### src/core/pan_consts.svh
// Register offsets, field positions and reset values for the page registers
`ifndef PAN_CONSTS_SVH
`define PAN_CONSTS_SVH
`define PAN_IDX_PARTNER 4'h5
`define PAN_IDX_EXPANSION 4'h6
`define PAN_IDX_NP_TX 4'h7
`define PAN_IDX_NP_RX 4'h8
`define PAN_IDX_IRQ_STATUS 4'h9
`define PAN_IDX_IRQ_MASK 4'hA
`define PAN_ADDR_LSB 2
`define PAN_ADDR_W 8
`define PAN_BIT_NEXT_PAGE 15
`define PAN_BIT_ACK 14
`define PAN_BIT_MSG_PAGE 13
`define PAN_BIT_ACK2 12
`define PAN_BIT_TOGGLE 11
`define PAN_BIT_NP_ABLE 2
`define PAN_BIT_PAGE_RX 1
`define PAN_PARTNER_MASK 16'hF1E0
`define PAN_NP_TX_WR_MASK 16'hB7FF
`define PAN_NP_RX_MASK 16'hFFFF
`define PAN_NP_TX_RESET 16'h2000
`define PAN_IRQ_BITS 3
`define PAN_IRQ_PAGE_RX 0
`define PAN_IRQ_BASE_RX 1
`define PAN_IRQ_NP_SENT 2
`define PAN_IRQ_MASK_RESET 3'h0
`define PAN_RESP_OKAY 2'h0
`define PAN_RESP_SLVERR 2'h2
`endif

### src/core/pan_pkg.sv
// Types shared by the auto-negotiation page register bank
package pan_pkg;
  typedef logic [15:0] pan_word_type;
  typedef logic [31:0] pan_bus_word_type;
endpackage

### src/core/pan_page_regs.sv
// Auto-negotiation page registers with an AXI4-Lite slave and interrupt
//
// Chosen here: the AXI4-Lite interface to the registers.
`timescale 1ns/1ps
`include "pan_consts.svh"

// Notes on behaviour
// - Partner bit 15 shows the next-page support claimed in the last received base page.
// - Partner bit 14 shows the acknowledge bit of the last received base page.
// - Partner bits 13:12 show the received remote-fault code and reset to 00.
// - Partner bits 8:7 show the received pause capability and reset to 00.
// - Partner bit 6 shows received half-duplex capability and resets to 0.
// - Partner bit 5 shows received full-duplex capability and resets to 0.
// - Expansion bit 2 always reads 1 and ignores writes.
// - Expansion bit 1 sets on any received page and clears when the register is read.
// - Transmit bit 15 is written by software and sent as the more-pages flag, reset 0.
// - Transmit bit 13 picks message or unformatted page (reset 1) and bits 10:0 hold the code.
// - Transmit bit 12 carries the local acknowledge-2 answer and resets to 0.
// - Transmit bit 11 is made by the device, flips on each sent next page, reset 0.
// - Receive bit 15 holds the partner's more-pages flag and resets to 0.
// - Receive bit 14 holds the acknowledge bit of the partner's latest next page.
// - Receive bits 13, 12 and 10:0 hold the partner's message flag, ack-2 and code.
// - Receive bit 11 holds the toggle bit of the partner's latest next page.
module pan_page_regs
  import pan_pkg::*;
(
  input wire logic aclk,
  input wire logic aresetn,
  // AXI4-Lite slave
  input wire logic [7:0] s_axi_awaddr,
  input wire logic s_axi_awvalid,
  output logic s_axi_awready,
  input wire logic [31:0] s_axi_wdata,
  input wire logic [3:0] s_axi_wstrb,
  input wire logic s_axi_wvalid,
  output logic s_axi_wready,
  output logic [1:0] s_axi_bresp,
  output logic s_axi_bvalid,
  input wire logic s_axi_bready,
  input wire logic [7:0] s_axi_araddr,
  input wire logic s_axi_arvalid,
  output logic s_axi_arready,
  output logic [31:0] s_axi_rdata,
  output logic [1:0] s_axi_rresp,
  output logic s_axi_rvalid,
  input wire logic s_axi_rready,
  // Auto-negotiation function side
  input wire logic an_base_valid,
  input wire logic [15:0] an_base_page,
  input wire logic an_np_valid,
  input wire logic [15:0] an_np_page,
  input wire logic an_np_sent,
  output logic [15:0] an_np_tx_page,
  output logic irq
);

  // Bank state
  pan_word_type partner_reg;
  pan_word_type np_rx_reg;
  pan_word_type np_tx_reg;
  pan_word_type tx_page_reg;
  logic toggle_reg;
  logic page_rx_reg;
  logic [`PAN_IRQ_BITS-1:0] irq_status_reg;
  logic [`PAN_IRQ_BITS-1:0] irq_mask_reg;
  logic [`PAN_IRQ_BITS-1:0] irq_event;
  logic irq_reg;

  // Bus state
  logic awready_reg;
  logic wready_reg;
  logic aw_full_reg;
  logic w_full_reg;
  logic [7:0] aw_addr_reg;
  logic [31:0] w_data_reg;
  logic [3:0] w_strb_reg;
  logic bvalid_reg;
  logic [1:0] bresp_reg;
  logic arready_reg;
  logic rvalid_reg;
  logic [31:0] rdata_reg;
  logic [1:0] rresp_reg;

  logic aw_take;
  logic w_take;
  logic ar_take;
  logic do_write;
  logic [3:0] wr_idx;
  logic [3:0] rd_idx;
  logic wr_hit;
  logic rd_hit;
  logic rd_expansion;
  pan_word_type wr_lanes;
  pan_word_type wr_data16;
  pan_word_type rd_word;
  // Decoded strobes and per-register read views
  pan_word_type rd_partner_word;
  pan_word_type rd_exp_word;
  pan_word_type rd_np_tx_word;
  pan_word_type rd_np_rx_word;
  pan_word_type rd_status_word;
  pan_word_type rd_mask_word;
  logic b_take;
  logic r_take;
  logic wr_en_np_tx;
  logic wr_en_status;
  logic wr_en_mask;
  logic toggle_next;
  logic irq_pending;

  assign s_axi_awready = awready_reg;
  assign s_axi_wready = wready_reg;
  assign s_axi_bvalid = bvalid_reg;
  assign s_axi_bresp = bresp_reg;
  assign s_axi_arready = arready_reg;
  assign s_axi_rvalid = rvalid_reg;
  assign s_axi_rdata = rdata_reg;
  assign s_axi_rresp = rresp_reg;
  assign an_np_tx_page = tx_page_reg;
  assign irq = irq_reg;

  // Handshake terms
  assign aw_take = s_axi_awvalid && awready_reg;
  assign w_take = s_axi_wvalid && wready_reg;
  assign ar_take = s_axi_arvalid && arready_reg;
  assign do_write = aw_full_reg && w_full_reg && !bvalid_reg;

  // Word index decode; unaligned low address bits are ignored
  assign wr_idx = aw_addr_reg[5:2];
  assign rd_idx = s_axi_araddr[5:2];
  assign wr_hit = (aw_addr_reg[7:6] == 2'h0) &&
                  (wr_idx >= `PAN_IDX_PARTNER) && (wr_idx <= `PAN_IDX_IRQ_MASK);
  assign rd_hit = (s_axi_araddr[7:6] == 2'h0) &&
                  (rd_idx >= `PAN_IDX_PARTNER) && (rd_idx <= `PAN_IDX_IRQ_MASK);
  assign rd_expansion = ar_take && rd_hit && (rd_idx == `PAN_IDX_EXPANSION);

  // Response handshakes; the next request is only taken after these
  assign b_take = bvalid_reg && s_axi_bready;
  assign r_take = rvalid_reg && s_axi_rready;

  // Per-register write strobes; a miss still answers but changes nothing
  assign wr_en_np_tx = do_write && wr_hit && (wr_idx == `PAN_IDX_NP_TX);
  assign wr_en_status = do_write && wr_hit && (wr_idx == `PAN_IDX_IRQ_STATUS) && w_strb_reg[0];
  assign wr_en_mask = do_write && wr_hit && (wr_idx == `PAN_IDX_IRQ_MASK) && w_strb_reg[0];

  // Read views; reserved positions are tied low before the mux
  assign rd_partner_word = partner_reg & `PAN_PARTNER_MASK;
  assign rd_np_tx_word = (np_tx_reg & `PAN_NP_TX_WR_MASK) |
                         (pan_word_type'(toggle_reg) << `PAN_BIT_TOGGLE);
  assign rd_np_rx_word = np_rx_reg & `PAN_NP_RX_MASK;
  assign rd_status_word = pan_word_type'(irq_status_reg);
  assign rd_mask_word = pan_word_type'(irq_mask_reg);

  // Expansion word; the able bit is hard wired, so writes cannot reach it
  always_comb begin
    rd_exp_word = '0;
    rd_exp_word[`PAN_BIT_NP_ABLE] = 1'b1;
    rd_exp_word[`PAN_BIT_PAGE_RX] = page_rx_reg;
  end

  // Byte enables only cover the low 16 bits that hold data
  assign wr_lanes = {{8{w_strb_reg[1]}}, {8{w_strb_reg[0]}}};
  assign wr_data16 = w_data_reg[15:0];

  // Next toggle value and the masked interrupt term
  assign toggle_next = an_np_sent ? ~toggle_reg : toggle_reg;
  assign irq_pending = |(irq_status_reg & irq_mask_reg);

  // Events raised by the auto-negotiation function
  always_comb begin
    irq_event = '0;
    irq_event[`PAN_IRQ_PAGE_RX] = an_base_valid || an_np_valid;
    irq_event[`PAN_IRQ_BASE_RX] = an_base_valid;
    irq_event[`PAN_IRQ_NP_SENT] = an_np_sent;
  end

  // Read mux; reserved bits forced to zero
  always_comb begin
    rd_word = '0;
    case (rd_idx)
      `PAN_IDX_PARTNER: rd_word = rd_partner_word;
      `PAN_IDX_EXPANSION: rd_word = rd_exp_word;
      `PAN_IDX_NP_TX: rd_word = rd_np_tx_word;
      `PAN_IDX_NP_RX: rd_word = rd_np_rx_word;
      `PAN_IDX_IRQ_STATUS: rd_word = rd_status_word;
      `PAN_IDX_IRQ_MASK: rd_word = rd_mask_word;
      default: rd_word = '0;
    endcase
  end

  // Write address channel; one write outstanding at a time
  always_ff @(posedge aclk) begin
    if (!aresetn) begin
      awready_reg <= 1'b1;
      aw_full_reg <= 1'b0;
      aw_addr_reg <= 8'h00;
    end else if (aw_take) begin
      awready_reg <= 1'b0;
      aw_full_reg <= 1'b1;
      aw_addr_reg <= s_axi_awaddr;
    end else if (do_write) begin
      aw_full_reg <= 1'b0;
    end else if (b_take) begin
      awready_reg <= 1'b1;
    end
  end

  // Write data channel, taken independently of the address
  always_ff @(posedge aclk) begin
    if (!aresetn) begin
      wready_reg <= 1'b1;
      w_full_reg <= 1'b0;
      w_data_reg <= 32'h00000000;
      w_strb_reg <= 4'h0;
    end else if (w_take) begin
      wready_reg <= 1'b0;
      w_full_reg <= 1'b1;
      w_data_reg <= s_axi_wdata;
      w_strb_reg <= s_axi_wstrb;
    end else if (do_write) begin
      w_full_reg <= 1'b0;
    end else if (b_take) begin
      wready_reg <= 1'b1;
    end
  end

  // Write response once both halves are in
  always_ff @(posedge aclk) begin
    if (!aresetn) begin
      bvalid_reg <= 1'b0;
      bresp_reg <= `PAN_RESP_OKAY;
    end else if (do_write) begin
      bvalid_reg <= 1'b1;
      bresp_reg <= wr_hit ? `PAN_RESP_OKAY : `PAN_RESP_SLVERR;
    end else if (b_take) begin
      bvalid_reg <= 1'b0;
    end
  end

  // Read channel; data captured in the cycle the address is taken
  always_ff @(posedge aclk) begin
    if (!aresetn) begin
      arready_reg <= 1'b1;
      rvalid_reg <= 1'b0;
      rdata_reg <= 32'h00000000;
      rresp_reg <= `PAN_RESP_OKAY;
    end else if (ar_take) begin
      arready_reg <= 1'b0;
      rvalid_reg <= 1'b1;
      rdata_reg <= rd_hit ? {16'h0000, rd_word} : 32'h00000000;
      rresp_reg <= rd_hit ? `PAN_RESP_OKAY : `PAN_RESP_SLVERR;
    end else if (r_take) begin
      arready_reg <= 1'b1;
      rvalid_reg <= 1'b0;
    end
  end

  // Partner base ability, latched whole; reserved bits masked on read
  always_ff @(posedge aclk) begin
    if (!aresetn) begin
      partner_reg <= 16'h0000;
    end else if (an_base_valid) begin
      partner_reg <= an_base_page;
    end
  end

  // Received next page; bit 10:0 meaning follows its bit 13
  always_ff @(posedge aclk) begin
    if (!aresetn) begin
      np_rx_reg <= 16'h0000;
    end else if (an_np_valid) begin
      np_rx_reg <= an_np_page;
    end
  end

  // Page received flag; a new page in the read cycle wins over the clear
  always_ff @(posedge aclk) begin
    if (!aresetn) begin
      page_rx_reg <= 1'b0;
    end else if (an_base_valid || an_np_valid) begin
      page_rx_reg <= 1'b1;
    end else if (rd_expansion) begin
      page_rx_reg <= 1'b0;
    end
  end

  // Writable next-page fields; only writable bits under their strobes move
  always_ff @(posedge aclk) begin
    if (!aresetn) begin
      np_tx_reg <= `PAN_NP_TX_RESET;
    end else if (wr_en_np_tx) begin
      np_tx_reg <= (np_tx_reg & ~(`PAN_NP_TX_WR_MASK & wr_lanes)) |
                   (wr_data16 & `PAN_NP_TX_WR_MASK & wr_lanes);
    end
  end

  // Device-owned toggle; software cannot touch it
  always_ff @(posedge aclk) begin
    if (!aresetn) begin
      toggle_reg <= 1'b0;
    end else if (an_np_sent) begin
      toggle_reg <= toggle_next;
    end
  end

  // Outgoing page word, registered so the function sees a clean value
  always_ff @(posedge aclk) begin
    if (!aresetn) begin
      tx_page_reg <= `PAN_NP_TX_RESET;
    end else begin
      tx_page_reg <= np_tx_reg & `PAN_NP_TX_WR_MASK;
      tx_page_reg[`PAN_BIT_TOGGLE] <= toggle_next;
    end
  end

  // Interrupt mask, software owned
  always_ff @(posedge aclk) begin
    if (!aresetn) begin
      irq_mask_reg <= `PAN_IRQ_MASK_RESET;
    end else if (wr_en_mask) begin
      irq_mask_reg <= w_data_reg[`PAN_IRQ_BITS-1:0];
    end
  end

  // Sticky status, one flop per event; write one to clear, a same-cycle event stays set
  for (genvar gi = 0; gi < `PAN_IRQ_BITS; gi++) begin : g_status
    always_ff @(posedge aclk) begin
      if (!aresetn) begin
        irq_status_reg[gi] <= 1'b0;
      end else if (irq_event[gi]) begin
        irq_status_reg[gi] <= 1'b1;
      end else if (wr_en_status && w_data_reg[gi]) begin
        irq_status_reg[gi] <= 1'b0;
      end
    end
  end

  // Level interrupt, one cycle behind the status bits
  always_ff @(posedge aclk) begin
    if (!aresetn) begin
      irq_reg <= 1'b0;
    end else begin
      irq_reg <= irq_pending;
    end
  end

endmodule

### config.mk
export PLATFORM = sky130hd
export DESIGN_NAME = pan_page_regs
export DESIGN_NICKNAME = d
export VERILOG_FILES = /design/src/core/pan_pkg.sv /design/src/core/pan_page_regs.sv
export VERILOG_INCLUDE_DIRS = /design/src /design/src/core
export SDC_FILE = /design/constraint.sdc
export NUM_CORES = 1
export LEC_CHECK = 0
export ABC_AREA = 1
export BUFFER_PORTS_ARGS = -buffer_cell sky130_fd_sc_hd__clkbuf_2
export CORE_MARGIN = 2
export CORE_UTILIZATION = 52
export CTS_CLUSTER_SIZE = 12
export DETAILED_ROUTE_END_ITERATION = 7
export GPL_TIMING_DRIVEN = 0
export HOLD_SLACK_MARGIN = 0.06
export PLACE_DENSITY = 0.86
export SYNTH_ARGS = -nofsm -noshare
export SYNTH_HDL_FRONTEND = slang
export SYNTH_SLANG_ARGS = --single-unit
### constraint.sdc
create_clock -name aclk -period 2.8 [get_ports aclk]
set_input_delay 0.28 -clock aclk [delete_from_list [all_inputs] [get_ports aclk]]
set_output_delay 0.28 -clock aclk [all_outputs]
set_load 0.01 [all_outputs]
==> qor.yml <==
drt:
  routed_wl_mm: 11.1
  drtAntennaViolNets: 0
  routed_via_density: 5.04
  drt-pass1-iter-count: 6
  routedWlPerCell_um: 13.1
  vias: 4271
  drc: 0
  first_iter_violations: 294
synthesis:
  synth_simple_gate_area_share_pct: 28.9
  synthAdderAreaFrac_pct: 0
  ys_warn_count: 0
  seq_area_frac_synth_pct: 49.2
  ys_types: 34
  synth_mux_area_share_pct: 0
  synth_cells: 610
  synth_seq_cells: 109
  synth_top_family_by_area: "simple AND/OR/NAND/NOR gates"
  syn_avg_cell_area_um2: 7.27
  synth_compound_area_share_pct: 10.7
  syn_area_um2: 4440
  synthXorXnorAreaFrac_pct: 0.197
sta:
  hold_viol: 0
  period_share_pct: 55.2
  rsz0062_at_grt: "false"
  worstMarginPinSlew_ns: 0.581
  finalSetupTns_ns: 0
  setup_viol: 0
  max_freq_mhz: 648
  relSlewSlack_pct: 61.2
  slew_viol_final: 0
  skew_ns: 0.0123
  min_period_ns: 1.54
grt:
  grt_pass1_wl_mm: 17.5
  grt_antenna_before_repair: 0
  first_global_vias: 3930
  track_usage_pct: 24.3
  grt-ovfl-total: 0
  grt_max_degree: 19
critical_path:
  cp.arrival_ns: 1.85
  cpLargestDelayFamily: "simple AND/OR/NAND/NOR gates"
  slowest_stage: "nand4_1"
  cpMostUsedCell: "nand2_1"
  path_cells: "clkinv_1 -> nand2_1 -> o21ai_4 -> nand4_1 -> nand2_1 -> nand2_1 -> nor2_1"
  cp-start-kind: "register"
  worstPathRequired_ns: 3.11
  path_buf_inv: 1
  slowest_delay_ns: 0.36
  critPathCaptureType: "register"
  critical_path_class: "reg -> reg"
  crit_fanout: 8
finish:
  post-route-util_pct: 64.2
  multi_input_area_um2: 1840
  nNetsFinal: 832
  fill_cells: 749
  seq_area_um2: 2180
  fin_area_um2: 5310
  antenna_cells: 0
  drive_above_1_share_pct: 20.7
  syn2layout_area_growth_pct: 19.6
placement:
  dp_hpwl_mm: 8.47
  postPlaceCellArea_um2: 5130
  routabilityCongestion: 0.942
  port-buffer-count: 99
clock_network:
  cts.path.max_buffers: 2
  hold_buffers: 0
  clkLatencyLatePin_ns: 0.38
  cts_tree: "built"
  cts_num_sinks: 109
  path_clk_slew_ns: 0.10
  cts_setup_buffers: 0
  cts-root-buf: "clkbuf_8"
  htree_levels: 3
  ctsResizeCount: 0
  cts_buffers: 9
die:
  die_x_um: 96.4
  die_area_um2: 9280
  io_pins: 152
  die_y_um: 96.4
  core_area_um2: 8260
  initial_core_util_pct: 53.7
  rows: 33
power_and_ir_drop:
  ir_worst_vdd_mv: 0.274
  total_power_mw: 2.87
  p_per_area_nw_per_um2: 541
  cellLeakagePower_nw: 2.64
hold_path:
  hold_path_class: "in -> reg"
flow_run:
  max_cap_violations: 0
status:
  status: "finished clean"
-- layout make-up --
cell class / instances / share of cell area (%)
Tap cell: 105 / 2.48
Multi-Input combinational cell: 416 / 34.6
Inverter: 58 / 4.15
Clock inverter: 7 / 0.967
Timing Repair Buffer: 99 / 9.34
Clock buffer: 9 / 2.33
Sequential cell: 109 / 41.1
Buffer: 45 / 4.98
-- per-stage QoR --
step,cells,hold slack (ns),setup slack (ns)
after global placement,832,0.437,1.26
after CTS,848,0.128,1.27
final,848,0.120,1.26
after detailed placement,832,0.441,1.25
after global routing,848,0.130,1.13
after floorplan,628,0.414,1.50
-- cells by family (layout without fill, tap and decap cells) --
group | count (synthesis) | after routing
flip-flops | 109 | 109
buffers and inverters | 103 | 218
XOR/XNOR | 1 | 1
AND/OR/NAND/NOR | 306 | 306
other | 1 | 19
AO/OA/AOI/OAI | 90 | 90
-- path summary, 6_finish.rpt --
| path | from | end | slack (ns) | depth (start not counted) |
|---|---|---|---|---|
| max | aw_addr_reg[5] | register | 1.26 | 7 |
| max reg2reg | aw_addr_reg[5] | register | 1.26 | 7 |
| min | an_np_page[12] | np_rx_reg[12] | 0.12 | 3 |
| min reg2reg | register | an_np_tx_page[1] | 0.46 | 2 |
-- placed cells by master, fill, tap and decap left out, types with 3 or more instances in the layout --
cell        n
nand2_1   129
buf_4      20
clkbuf_1   18
nand3_1    37
dfxtp_1   109
clkbuf_8    9
conb_1     19
nor3_1      4
nand3b_1    3
inv_1      53
buf_2       4
nand2_2     3
o21ai_0    52
nor2_1    115
clkinv_1    3
a21oi_1    31
clkbuf_2   99
nand4_1     7
-- metal layers --
layer  share of wire (%)  vias to the layer above  wire length, µm  global-route usage [%]
met4                 3.5                        0              387                    11.0
li1                    -                     2130                -                       -
met2                  48                      174             5330                    41.5
met1                  42                     1933             4650                    30.3
met5                   0                        -                0                       0
met3                 6.5                       34              717                    3.45
-- worst min-delay path, stage by stage --
cell      delay (ns)
clkbuf_2        0.07
nor2_1          0.03
nor2_1          0.08
-- synth_stat cells --
master | count | share of area (%)
a21oi_1 | 31 | 3.5
a21oi_2 | 1 | 0.20
a31oi_1 | 1 | 0.14
and2_1 | 1 | 0.14
buf_1 | 1 | 0.085
buf_2 | 4 | 0.45
buf_4 | 20 | 3.4
buf_6 | 2 | 0.51
clkbuf_1 | 18 | 1.5
clkinv_1 | 3 | 0.25
conb_1 | 1 | 0.085
dfxtp_1 | 109 | 49
inv_1 | 53 | 4.5
inv_2 | 1 | 0.085
inv_4 | 1 | 0.14
nand2_1 | 129 | 11
nand2_2 | 3 | 0.42
nand3_1 | 37 | 4.2
nand3_2 | 1 | 0.23
nand3b_1 | 3 | 0.51
nand4_1 | 7 | 0.99
nor2_1 | 115 | 9.7
nor2_2 | 1 | 0.14
nor2_4 | 2 | 0.51
nor3_1 | 4 | 0.45
nor3_4 | 1 | 0.37
o211ai_1 | 1 | 0.17
o21a_1 | 2 | 0.34
o21ai_0 | 52 | 5.9
o21ai_4 | 1 | 0.37
o21bai_1 | 1 | 0.17
or2_1 | 1 | 0.14
or2_2 | 1 | 0.14
xnor2_1 | 1 | 0.20
-- where the power goes --
part,internal [mW],switching (mW)
clock network,0.327,0.545
logic,0.126,0.202
registers,1.62,0.0483
total,2.08,0.795
No activity file was read; power rests on OpenSTA's default activity.
